File: src/core/ccl_pkg.sv
// Constants, register map and types for the converter control logic.
package ccl_pkg;

  // Register indices; the byte address on the bus is four times the index.
  localparam logic [7:0] IDX_RESULT_LO = 8'h78;
  localparam logic [7:0] IDX_RESULT_HI = 8'h79;
  localparam logic [7:0] IDX_CTRL = 8'h7A;
  localparam logic [7:0] IDX_TRIG_SRC = 8'h7B;
  localparam logic [7:0] IDX_INPUT_SEL = 8'h7C;
  localparam int ADDR_W = 10;
  localparam int IDX_SHIFT = 2;

  // Control register fields.
  localparam int CTRL_EN = 7;
  localparam int CTRL_START = 6;
  localparam int CTRL_ATE = 5;
  localparam int CTRL_DONE = 4;
  localparam int CTRL_IE = 3;
  localparam int CTRL_PS_HI = 2;
  localparam int CTRL_PS_LO = 0;

  // Input select and trigger source register fields.
  localparam int SEL_ALIGN = 5;
  localparam int SEL_CH_HI = 4;
  localparam int SEL_CH_LO = 0;
  localparam int SEL_REF_HI = 7;
  localparam int SEL_REF_LO = 6;
  localparam int TRIG_HI = 2;

  localparam logic [7:0] CTRL_RESET = 8'h00;
  localparam logic [7:0] SEL_RESET = 8'h00;
  localparam logic [2:0] TRIG_RESET = 3'h0;
  localparam logic [9:0] RESULT_RESET = 10'h000;
  localparam logic [2:0] TRIG_FREE_RUN = 3'h0;

  // Converter clock cycles per conversion.
  localparam logic [4:0] CONV_FIRST_CYC = 5'h19;
  localparam logic [4:0] CONV_NORM_CYC = 5'h0D;

  // Channel and gain selection codes.
  localparam logic [4:0] CH_SE_LAST = 5'h07;
  localparam logic [4:0] CH_DIFF_GAIN_LAST = 5'h0F;
  localparam logic [4:0] CH_BANDGAP = 5'h1E;
  localparam logic [4:0] CH_GROUND = 5'h1F;
  localparam logic [2:0] NEG_IN0 = 3'h0;
  localparam logic [2:0] NEG_IN1 = 3'h1;
  localparam logic [2:0] NEG_IN2 = 3'h2;

  typedef enum logic [1:0] {
    CCL_GAIN_1X = 2'h0,
    CCL_GAIN_10X = 2'h1,
    CCL_GAIN_200X = 2'h2
  } ccl_gain_e;

  typedef enum logic [1:0] {
    CCL_IDLE = 2'b01,
    CCL_CONV = 2'b10
  } ccl_state_e;

endpackage

File: src/core/ccl_converter_control.sv
// Converter control logic: registers, prescaler, sequencing and result view.
//
// Notes on behaviour
// - Alignment bit picks left or right result view, effective immediately.
// - Channel/gain field changes apply only after the running conversion completes.
// - Codes 0-7 select single inputs; 11110 bandgap, 11111 ground.
// - Codes 01xxx are 10x/200x pairs; 10000-11101 are unity-gain pairs.
// - Enable bit turns converter on/off; clearing it aborts a conversion.
// - Start bit begins one conversion; in free-running only the first.
// - First conversion after enable takes 25 converter clocks, others 13.
// - Start bit reads one while busy; writing zero to it is ignored.
// - With auto-trigger on, a rising edge of the selected trigger starts conversion.
// - Completion flag sets when a conversion finishes; result is updated unless the read lock is held.
// - Completion flag clears on vector acknowledge or by writing one.
// - Interrupt request only while flag, enable and global enable all set.
// - Prescaler divides system clock by 2,2,4,8,16,32,64,128.
// - Result low byte at base, high byte at next offset, both read-only.
// - Reading low byte locks result updates until high byte is read.
// - Differential results stored two's complement, single-ended unsigned.
// - Alignment resets to right; right view has upper bits zero.
// - Trigger source 000 is free-running; switching to it makes no trigger.
// - Left view puts result 9:2 in bits 15:8 and 1:0 in 7:6.
`timescale 1ns/10ps
module ccl_converter_control
  import ccl_pkg::*;
#(
  parameter int DIV_CNT_W = 7,
  parameter int RES_W = 10
) (
  input wire logic core_clk,
  input wire logic resetn,
  input wire logic clkEn,
  input wire logic [ADDR_W-1:0] avs_address,
  input wire logic avs_read,
  input wire logic avs_write,
  input wire logic [31:0] avs_writedata,
  input wire logic [3:0] avs_byteenable,
  output logic [31:0] avs_readdata,
  output logic avs_waitrequest,
  input wire logic [7:0] trigSources,
  input wire logic globalIrqEn,
  input wire logic irqVectorAck,
  output logic doneIrq,
  output logic convTick,
  output logic anaStart,
  output logic [2:0] anaPosInput,
  output logic [2:0] anaNegInput,
  output logic [1:0] anaGain,
  output logic anaDifferential,
  output logic anaBandgap,
  output logic anaGround,
  input wire logic [RES_W-1:0] anaResult
);

  // The divider counter must hold a count of 127 and the result view is built for ten bits.
  // Other values are refused when the design is elaborated.
  if (DIV_CNT_W < 7 || RES_W != 10) begin : gParamCheck
    $error("ccl_converter_control: DIV_CNT_W must be at least 7 and RES_W must be 10.");
  end

  // Reset release through two flip-flops.
  logic rstMeta_q;
  logic rstSync_q;
  always_ff @(posedge core_clk or negedge resetn) begin
    if (!resetn) begin
      rstMeta_q <= 1'b0;
      rstSync_q <= 1'b0;
    end else begin
      rstMeta_q <= 1'b1;
      rstSync_q <= rstMeta_q;
    end
  end
  logic rstN;
  assign rstN = rstSync_q;

  // Bus slave: one wait cycle, then the access completes.
  logic ack_q;
  logic [7:0] accIdx;
  logic accMapped;
  logic wrDone;
  logic rdDone;
  assign accIdx = avs_address[IDX_SHIFT +: 8];
  assign accMapped = (avs_address[IDX_SHIFT-1:0] == '0);
  assign avs_waitrequest = (avs_read | avs_write) & ~ack_q;
  assign wrDone = clkEn & ack_q & avs_write & avs_byteenable[0] & accMapped;
  assign rdDone = clkEn & ack_q & avs_read & accMapped;

  always_ff @(posedge core_clk or negedge rstN) begin
    if (!rstN) begin
      ack_q <= 1'b0;
    end else if (clkEn) begin
      ack_q <= (avs_read | avs_write) & ~ack_q;
    end
  end

  logic wrCtrl;
  logic wrSel;
  logic wrTrig;
  assign wrCtrl = wrDone & (accIdx == IDX_CTRL);
  assign wrSel = wrDone & (accIdx == IDX_INPUT_SEL);
  assign wrTrig = wrDone & (accIdx == IDX_TRIG_SRC);
  logic [7:0] wByte;
  assign wByte = avs_writedata[7:0];

  // Software-held control state.
  logic enable_q;
  logic autoTrig_q;
  logic irqEnable_q;
  logic [2:0] divSel_q;
  logic [7:0] inputSel_q;
  logic [2:0] trigSrc_q;

  always_ff @(posedge core_clk or negedge rstN) begin
    if (!rstN) begin
      enable_q <= CTRL_RESET[CTRL_EN];
      autoTrig_q <= CTRL_RESET[CTRL_ATE];
      irqEnable_q <= CTRL_RESET[CTRL_IE];
      divSel_q <= CTRL_RESET[CTRL_PS_HI:CTRL_PS_LO];
    end else if (clkEn && wrCtrl) begin
      enable_q <= wByte[CTRL_EN];
      autoTrig_q <= wByte[CTRL_ATE];
      irqEnable_q <= wByte[CTRL_IE];
      divSel_q <= wByte[CTRL_PS_HI:CTRL_PS_LO];
    end
  end

  always_ff @(posedge core_clk or negedge rstN) begin
    if (!rstN) begin
      inputSel_q <= SEL_RESET;
      trigSrc_q <= TRIG_RESET;
    end else if (clkEn) begin
      if (wrSel) begin
        inputSel_q <= wByte;
      end
      if (wrTrig) begin
        trigSrc_q <= wByte[TRIG_HI:0];
      end
    end
  end

  // Prescaler, running only while enabled and restarting at enable.
  logic [DIV_CNT_W-1:0] divCnt_q;
  logic [DIV_CNT_W-1:0] divLast;
  logic tick;
  always_comb begin
    case (divSel_q)
      3'h0, 3'h1: divLast = DIV_CNT_W'(1);
      default: divLast = DIV_CNT_W'((32'h1 << divSel_q) - 32'h1);
    endcase
  end
  assign tick = enable_q & (divCnt_q == divLast);

  always_ff @(posedge core_clk or negedge rstN) begin
    if (!rstN) begin
      divCnt_q <= '0;
    end else if (clkEn) begin
      if (!enable_q || tick) begin
        divCnt_q <= '0;
      end else begin
        divCnt_q <= divCnt_q + DIV_CNT_W'(1);
      end
    end
  end

  always_ff @(posedge core_clk or negedge rstN) begin
    if (!rstN) begin
      convTick <= 1'b0;
    end else if (clkEn) begin
      convTick <= tick;
    end
  end

  // Trigger edge detection on the selected source.
  logic trigLevel;
  logic trigPrev_q;
  logic trigEdge;
  assign trigLevel = (trigSrc_q == TRIG_FREE_RUN) ? 1'b0 : trigSources[trigSrc_q];
  assign trigEdge = autoTrig_q & trigLevel & ~trigPrev_q;
  always_ff @(posedge core_clk or negedge rstN) begin
    if (!rstN) begin
      trigPrev_q <= 1'b0;
    end else if (clkEn) begin
      trigPrev_q <= trigLevel;
    end
  end

  // Conversion sequencer.
  ccl_state_e state_q;
  logic [4:0] cycCnt_q;
  logic [4:0] cycLen_q;
  logic firstPending_q;
  logic swStart;
  logic startReq;
  logic convEnd;
  logic freeRun;
  logic enNext;
  assign enNext = wrCtrl ? wByte[CTRL_EN] : enable_q;
  assign swStart = wrCtrl & wByte[CTRL_START];
  assign freeRun = autoTrig_q & (trigSrc_q == TRIG_FREE_RUN);
  assign convEnd = (state_q == CCL_CONV) & tick & (cycCnt_q == cycLen_q - 5'h01);
  assign startReq = enNext & (swStart | trigEdge | (convEnd & freeRun));

  always_ff @(posedge core_clk or negedge rstN) begin
    if (!rstN) begin
      state_q <= CCL_IDLE;
      cycCnt_q <= '0;
      cycLen_q <= CONV_NORM_CYC;
    end else if (clkEn) begin
      case (state_q)
        CCL_IDLE: begin
          if (startReq) begin
            state_q <= CCL_CONV;
            cycCnt_q <= '0;
            cycLen_q <= firstPending_q | (wrCtrl & ~enable_q) ? CONV_FIRST_CYC : CONV_NORM_CYC;
          end
        end
        CCL_CONV: begin
          if (!enNext) begin
            state_q <= CCL_IDLE;
          end else if (convEnd) begin
            cycCnt_q <= '0;
            cycLen_q <= CONV_NORM_CYC;
            if (!startReq) begin
              state_q <= CCL_IDLE;
            end
          end else if (tick) begin
            cycCnt_q <= cycCnt_q + 5'h01;
          end
        end
        default: state_q <= CCL_IDLE;
      endcase
    end
  end

  always_ff @(posedge core_clk or negedge rstN) begin
    if (!rstN) begin
      firstPending_q <= 1'b0;
    end else if (clkEn) begin
      if (state_q == CCL_IDLE && startReq) begin
        firstPending_q <= 1'b0;
      end else if (wrCtrl && wByte[CTRL_EN] && !enable_q) begin
        firstPending_q <= 1'b1;
      end
    end
  end

  // Selection is latched while no conversion runs and in the last cycle of each conversion.
  logic [4:0] activeSel_q;
  always_ff @(posedge core_clk or negedge rstN) begin
    if (!rstN) begin
      activeSel_q <= '0;
    end else if (clkEn && (state_q == CCL_IDLE || convEnd)) begin
      activeSel_q <= inputSel_q[SEL_CH_HI:SEL_CH_LO];
    end
  end

  always_ff @(posedge core_clk or negedge rstN) begin
    if (!rstN) begin
      anaStart <= 1'b0;
    end else if (clkEn) begin
      anaStart <= startReq & (state_q == CCL_IDLE || convEnd);
    end
  end

  // Input decode of the applied selection.
  always_ff @(posedge core_clk or negedge rstN) begin
    if (!rstN) begin
      anaPosInput <= '0;
      anaNegInput <= '0;
      anaGain <= CCL_GAIN_1X;
      anaDifferential <= 1'b0;
      anaBandgap <= 1'b0;
      anaGround <= 1'b0;
    end else if (clkEn) begin
      anaPosInput <= activeSel_q[2:0];
      anaBandgap <= (activeSel_q == CH_BANDGAP);
      anaGround <= (activeSel_q == CH_GROUND);
      anaDifferential <= (activeSel_q > CH_SE_LAST) && (activeSel_q < CH_BANDGAP);
      if (activeSel_q <= CH_SE_LAST) begin
        anaNegInput <= NEG_IN0;
        anaGain <= CCL_GAIN_1X;
      end else if (activeSel_q <= CH_DIFF_GAIN_LAST) begin
        anaNegInput <= activeSel_q[2] ? NEG_IN2 : NEG_IN0;
        anaPosInput <= (activeSel_q[2] ? NEG_IN2 : NEG_IN0) + {2'h0, activeSel_q[0]};
        anaGain <= activeSel_q[1] ? CCL_GAIN_200X : CCL_GAIN_10X;
      end else begin
        anaNegInput <= activeSel_q[3] ? NEG_IN2 : NEG_IN1;
        anaGain <= CCL_GAIN_1X;
      end
    end
  end

  // Result capture, read lock and completion flag.
  logic [RES_W-1:0] result_q;
  logic readLock_q;
  logic doneFlag_q;
  logic rdLo;
  logic rdHi;
  assign rdLo = rdDone & (accIdx == IDX_RESULT_LO);
  assign rdHi = rdDone & (accIdx == IDX_RESULT_HI);

  always_ff @(posedge core_clk or negedge rstN) begin
    if (!rstN) begin
      result_q <= RESULT_RESET;
    end else if (clkEn && convEnd && !readLock_q) begin
      result_q <= anaResult;
    end
  end

  always_ff @(posedge core_clk or negedge rstN) begin
    if (!rstN) begin
      readLock_q <= 1'b0;
    end else if (clkEn) begin
      if (rdHi) begin
        readLock_q <= 1'b0;
      end else if (rdLo) begin
        readLock_q <= 1'b1;
      end
    end
  end

  always_ff @(posedge core_clk or negedge rstN) begin
    if (!rstN) begin
      doneFlag_q <= 1'b0;
    end else if (clkEn) begin
      if (convEnd) begin
        doneFlag_q <= 1'b1;
      end else if (irqVectorAck || (wrCtrl && wByte[CTRL_DONE])) begin
        doneFlag_q <= 1'b0;
      end
    end
  end

  always_ff @(posedge core_clk or negedge rstN) begin
    if (!rstN) begin
      doneIrq <= 1'b0;
    end else if (clkEn) begin
      doneIrq <= doneFlag_q & irqEnable_q & globalIrqEn;
    end
  end

  // Read data view.
  logic [15:0] resultView;
  logic [7:0] rdByte;
  assign resultView = inputSel_q[SEL_ALIGN] ? {result_q, 6'h00} : {6'h00, result_q};
  always_comb begin
    rdByte = 8'h00;
    if (accMapped) begin
      case (accIdx)
        IDX_RESULT_LO: rdByte = resultView[7:0];
        IDX_RESULT_HI: rdByte = resultView[15:8];
        IDX_CTRL: rdByte = {enable_q, state_q == CCL_CONV, autoTrig_q, doneFlag_q, irqEnable_q, divSel_q};
        IDX_TRIG_SRC: rdByte = {5'h00, trigSrc_q};
        IDX_INPUT_SEL: rdByte = inputSel_q;
        default: rdByte = 8'h00;
      endcase
    end
  end

  always_ff @(posedge core_clk or negedge rstN) begin
    if (!rstN) begin
      avs_readdata <= '0;
    end else if (clkEn && avs_read && !ack_q) begin
      avs_readdata <= {24'h000000, rdByte};
    end
  end

endmodule

File: config.mk
export PLATFORM = sky130hd
export DESIGN_NAME = ccl_converter_control
export DESIGN_NICKNAME = d
export VERILOG_FILES = /design/src/core/ccl_pkg.sv /design/src/core/ccl_converter_control.sv
export SDC_FILE = /design/constraint.sdc
export NUM_CORES = 1
export LEC_CHECK = 0
export BUFFER_PORTS_ARGS = -buffer_cell sky130_fd_sc_hd__buf_2
export CAP_MARGIN = 20
export CORE_ASPECT_RATIO = 2
export CORE_MARGIN = 4
export CORE_UTILIZATION = 54
export CTS_BUF_LIST = sky130_fd_sc_hd__clkbuf_2 sky130_fd_sc_hd__clkbuf_4 sky130_fd_sc_hd__clkbuf_8
export DETAILED_ROUTE_END_ITERATION = 8
export HOLD_SLACK_MARGIN = 0.06
export PLACE_DENSITY = 0.83
export SYNTH_ARGS = -nofsm -noshare
export SYNTH_HDL_FRONTEND = slang
export SYNTH_SLANG_ARGS = --single-unit
File: constraint.sdc
create_clock -name core_clk -period 3.05 [get_ports core_clk]
set_input_delay 0.305 -clock core_clk [delete_from_list [all_inputs] [get_ports core_clk]]
set_output_delay 0.305 -clock core_clk [all_outputs]
set_load 0.05 [all_outputs]
==> results of run 1 <==
## cells in the mapped netlist, drive strengths merged (3+ instances only)
cell type / number
a22oi: 7
a22o: 5
clkbuf: 14
o31ai: 3
o221ai: 3
xor2: 3
nor4: 4
o22ai: 8
nand2: 33
xnor2: 4
buf: 27
nor2: 20
mux2: 37
ha: 3
inv: 19
or3b: 3
nor2b: 4
o21ai: 21
nand4: 6
a211o: 3
and2: 4
dfrtp: 74
a21oi: 5
mux2i: 11
o41ai: 3
nand2b: 4
nand3: 7
and3: 5
nor3: 6
## sequential cells by signal (all words and copies together), names as in the netlist, 2 cells and up
signal and count:
anaNegInput 2, avs_readdata 8, divSel_q 3, cycLen_q 2, trigSrc_q 3, inputSel_q 8
state_q 2, divCnt_q 7, result_q 10, anaGain 2, anaPosInput 3, activeSel_q 5
cycCnt_q 5
## cells by family (layout without fill, tap and decap cells)
| group | Yosys count | after routing | synth area share |
|---|---|---|---|
| mux | 49 | 49 | 0.1362 |
| buf+inv | 60 | 109 | 0.07974 |
| simple gates | 109 | 109 | 0.1440 |
| other cells | 2 | 26 | 0.001862 |
| flops | 76 | 76 | 0.4722 |
| compound gates | 77 | 77 | 0.1415 |
| fa+ha+maj | 3 | 3 | 0.009309 |
| xor+xnor | 7 | 7 | 0.01520 |
## timing repair
item,CTS,global route
setup buffers,0,0
endpoints found under the hold margin,2,0
resized for setup,0,0
hold buffers,1,0
## per-layer routing
| layer | up-vias | GRT usage | share of wire |
|---|---|---|---|
| li1 | 1468 | - | - |
| met1 | 1557 | 0.2059 | 0.33 |
| met2 | 123 | 0.4240 | 0.56 |
| met3 | 36 | 0.03855 | 0.049 |
| met4 | 0 | 0.1657 | 0.057 |
| met5 | - | 0 | 0 |
## how the worst max path moves through the flow
stage	end	startpoint	depth (start not counted)	slack, ps
2_1_floorplan	cycLen_q[2]	divSel_q[0]	7	570
3_3_place_gp	cycLen_q[2]	divSel_q[0]	6	430
3_5_place_dp	cycLen_q[2]	divSel_q[0]	6	390
4_1_cts	cycLen_q[2]	divSel_q[0]	6	380
5_1_grt	cycLen_q[2]	divSel_q[0]	6	270
6_report	cycLen_q[2]	divSel_q[0]	6	380
## critical path, cell delays in order (launching register included)
cell and delay (ps):
dfrtp_1 440, or3_1 360, a211o_1 360, a2111oi_4 570, a31o_2 350, and2b_1 190, mux2_2 340
## cell type report
class | count | share of cell area
sequential | 76 | 0.4113
inverter | 19 | 0.01539
clock buffer | 10 | 0.02971
timing repair buffer | 74 | 0.08534
multi-input combinational | 271 | 0.4094
tap | 92 | 0.02484
clock inverter | 6 | 0.02403
## power by group through the flow
stage	logic, uW	clock network [uW]	registers, uW
floorplan	148	0	1060
global placement	184	0	1050
detailed placement	186	0	1050
CTS	188	949	1030
global route	202	991	1030
finish	189	935	1030
## per-stage QoR
stage          instance area (um2)    util  cells  hold slack (ps)  power, uW
3_3_place_gp                  4374  0.6019    531            89.50       1234
6_report                      4633  0.6376    548            176.4       2154
4_1_cts                       4633  0.6376    548            163.0       2168
5_1_grt                       4633  0.6376    548            176.8       2225
3_5_place_dp                  4374  0.6019    531            92.37       1237
2_1_floorplan                 4123       -    407            9.409       1205
==> impl_metrics.py, run 1 <==
metrics = {
    "status": {
        "status": "complete, no violations",
    },
    "setup_path": {
        "reg2reg_from": "divSel_q[0]",
        "crit_arrival_ps": 2960,
        "worstSetupStartpointType": "flop",
        "r2r_cells": 6,
        "cp.required_ps": 3330,
        "r2r_end": "cycLen_q[2]",
        "cp-end-kind": "flop",
        "cp_max_fo": 8,
        "r2r_setup_slack_ps": 380,
        "setup.worst_path.class": "reg -> reg",
    },
    "floorplanning": {
        "ioPinCount": 118,
        "fp.dieW_um": 69.11,
        "initial_core_util": 0.5549,
        "die_h_um": 130.2,
        "rows": 44,
        "core_area_um2": 7267,
        "dieArea_um2": 8998,
    },
    "hold_path": {
        "holdPathEnd": "result_q[8]",
        "min_path_type": "in -> reg",
        "whs_path_depth": 2,
        "min-delay-start": "anaResult[8]",
    },
    "sta": {
        "fin_ws_ps": 375.6,
        "final.period_utilization": 0.8768,
        "relSlewSlack": 0.4584,
        "hold_viol": 0,
        "fin_setup_tns_ps": 0,
        "skew_ps": 8.334,
        "finalMaxSlewViolations": 0,
        "fmax_ghz": 0.3739,
        "tightest_slew_ps": 812.4,
        "fin_crit_ps": 2674,
        "setup_violations": 0,
        "rsz0062_at_grt": "no",
    },
    "detailed_routing": {
        "drc": 0,
        "wl_per_cell_um": 17.89,
        "first_iter_violations": 201,
        "routed_wl_um": 9804,
        "ant_nets": 0,
        "dr_total_vias": 3184,
        "drt-pass1-iter-count": 4,
        "viasPerCell": 5.810,
    },
    "power": {
        "seqPwrFrac": 0.478,
        "switchingPower_uw": 528.6,
        "power.internal_uw": 1625,
        "p_leak_uw": 0.002178,
        "ir_drop_mv": 0.3725,
        "p_sw_frac": 0.2454,
        "pwr_density_cell_nw_per_um2": 464.9,
        "clkPwrFrac": 0.434,
        "p_comb_frac": 0.088,
    },
    "final_layout": {
        "fillers": 622,
        "final_nets": 525,
        "syn_to_final_growth_pct": 14.89,
        "final_layout_size_suffix_gt1_frac": 0.3092,
        "diodes": 0,
        "most-common-layout-cells": "dfrtp_1, buf_2, mux2_2",
        "seqCellArea_um2": 1906,
        "multi_input_area_um2": 1897,
        "final_common_cell": "dfrtp_1",
    },
    "logic_synthesis": {
        "syn_area_um2": 4033,
        "synth_warnings": 0,
        "ys_seq_area_frac": 0.4722,
        "async_flop_share": 1.000,
        "synth_top_area_frac": 0.4592,
        "synth_area_leader_cell": "dfrtp_1",
        "syn_area_per_cell_um2": 10.53,
        "yosys_register_bits": 76,
        "synth_edf_count": 0,
        "syn_inst": 383,
        "synth.area.top_cells": "dfrtp_1, mux2_2, buf_4",
        "synthDistinctLibCells": 62,
        "ys.flop_type": "dfrtp_1",
    },
    "place": {
        "port_buffers": 65,
        "place_hpwl_um": 7616,
        "place.gp.congestion": 0.9663,
        "pre_cts_ws_ps": 391.8,
    },
    "grt": {
        "grt_max_degree": 42,
        "grt_pass1_vias": 3189,
        "grt_usage": 0.2220,
        "grt_overflow": 0,
        "grt_pass1_wl_um": 15440,
        "antenna_found_initial": 0,
    },
    "cts": {
        "clockBufferDepth": 2,
        "worstSkewPairLatency_ps": 360,
        "clock_sinks": 76,
        "cts-root-buf": "clkbuf_8",
        "tritoncts": "yes",
        "clkTransAtPathRegs_ps": 80,
        "ctsHtreeMaxLevel": 3,
        "cts_buffers": 9,
    },
    "run": {
        "max-cap-violations": 0,
    },
}
No activity file was read; power rests on OpenSTA's default activity.
==> run 2, diff against run 1 <==
Settings changed: PLACE_DENSITY 0.83 to 0.8.
==> impl_metrics.py, run 2 (same netlist as run 1, synthesis figures left out) <==
metrics = {
    "detailed_routing": {
        "drc": 0,
        "first_iter_violations": 117,
        "drt-pass1-iter-count": 4,
        "wl_per_cell_um": 17.22,
        "routed_wl_um": 9436,
        "viasPerCell": 5.755,
        "ant_nets": 0,
        "dr_total_vias": 3154,
    },
    "setup_path": {
        "crit_arrival_ps": 2930,
        "worstPathCellList": "or3_1 > a211o_1 > a211o_4 > o31a_1 > or2_4 > o41ai_1",
        "cp_slowest_stage_delay_ps": 480,
        "cp.required_ps": 3290,
        "cp-end-kind": "flop",
        "cp_max_fo": 11,
        "critical_path.top_delay_family": "compound AO/OA/AOI/OAI gates",
        "path_buf_inv": 0,
        "crit_slowest_cell": "dfrtp_1",
        "worstSetupStartpointType": "flop",
        "setup.worst_path.class": "reg -> reg",
    },
    "sta": {
        "skew_ps": 10.82,
        "rsz0062_at_grt": "no",
        "tightest_slew_ps": 804.0,
        "fin_setup_tns_ps": 0,
        "hold_ws_ps": 175.7,
        "setup_violations": 0,
        "fin_crit_ps": 2696,
        "hold_viol": 0,
        "final.period_utilization": 0.8838,
        "fmax_ghz": 0.3710,
        "finalMaxSlewViolations": 0,
        "relSlewSlack": 0.4640,
    },
    "grt": {
        "antenna_found_initial": 0,
        "grt_max_degree": 42,
        "grt_overflow": 0,
        "grt_pass1_vias": 3173,
        "grt_pass1_wl_um": 15120,
        "grt_usage": 0.2161,
    },
    "floorplanning": {
        "ioPinCount": 118,
        "fp.dieW_um": 69.11,
        "die_h_um": 130.2,
        "rows": 44,
        "dieArea_um2": 8998,
        "initial_core_util": 0.5549,
        "core_area_um2": 7267,
    },
    "cts": {
        "tritoncts": "yes",
        "clkTransAtPathRegs_ps": 80,
        "ctsHtreeMaxLevel": 3,
        "cts-root-buf": "clkbuf_8",
        "worstSkewPairLatency_ps": 360,
        "clock_sinks": 76,
        "clockBufferDepth": 2,
        "cts_buffers": 9,
    },
    "power": {
        "p_leak_uw": 0.002160,
        "pwr_density_cell_nw_per_um2": 437.8,
        "ir_drop_mv": 0.3360,
        "power_uw": 2014,
    },
    "final_layout": {
        "final_common_cell": "dfrtp_1",
        "fin_util": 0.6329,
        "syn_to_final_growth_pct": 14.06,
        "final_nets": 525,
        "largest_register_ffs": 10,
        "diodes": 0,
        "postLayoutCellArea_um2": 4599,
        "multi_input_area_um2": 1897,
        "reg_top3": "result_q x10, avs_readdata x8, inputSel_q x8",
        "final_layout_size_suffix_gt1_frac": 0.3092,
        "fillers": 623,
        "top_register": "result_q",
        "seqCellArea_um2": 1906,
        "most-common-layout-cells": "dfrtp_1, buf_2, mux2_2",
    },
    "status": {
        "status": "complete, no violations",
    },
    "place": {
        "place.gp.congestion": 0.9560,
        "place_hpwl_um": 7347,
        "dpl-instance-area_um2": 4387,
        "port_buffers": 65,
    },
    "hold_path": {
        "min_path_type": "in -> reg",
    },
    "run": {
        "max-cap-violations": 0,
    },
}
==> run 2: final timing paths <==
path                                   start  cells after the start              end  slack (ps)
worst max register to register   divSel_q[1]                      6      cycCnt_q[2]         350
min in group asynchronous             resetn                      2             rstN         250
worst min register to register          rstN                      0  avs_readdata[7]         370
worst min-delay path            anaResult[1]                      2      result_q[1]         180
worst max-delay path             divSel_q[1]                      6      cycCnt_q[2]         350
max in group asynchronous               rstN                      1      cycLen_q[2]        1930
==> run 2: what timing repair did <==
item	4_1_cts	5_1_grt
resized for setup	0	0
endpoints found under the hold margin	2	0
buffers inserted	0	0
hold buffers	1	0
==> run 2: layout make-up <==
class | count | area share
Inverter | 19 | 0.01551
Sequential cell | 76 | 0.4143
Tap cell | 92 | 0.02503
Multi-Input combinational cell | 271 | 0.4124
Clock inverter | 4 | 0.01088
Timing Repair Buffer | 74 | 0.08868
Clock buffer | 12 | 0.03319
==> run 2: per-layer routing <==
| metal | share of wire | track usage | up-vias |
|---|---|---|---|
| met4 | 0.063 | 0.1484 | 0 |
| li1 | - | - | 1471 |
| met3 | 0.053 | 0.05012 | 34 |
| met2 | 0.55 | 0.4082 | 121 |
| met5 | 0 | 0 | - |
| met1 | 0.33 | 0.2019 | 1528 |
==> run 2: where the power goes <==
group          internal, uW  total, uW  leakage [uW]  switching, uW
Sequential             1010       1030       0.00104           14.9
Clock                   417        794     0.0000994            376
Combinational          47.1        190       0.00103            143
Total                  1480       2010       0.00216            534
==> run 2: per-stage QoR <==
step | instances | setup slack [ps]
finish | 548 | 354.3
global placement | 531 | 449.8
global route | 548 | 243.4
detailed placement | 531 | 364.3
floorplan | 407 | 567.9
CTS | 548 | 348.8
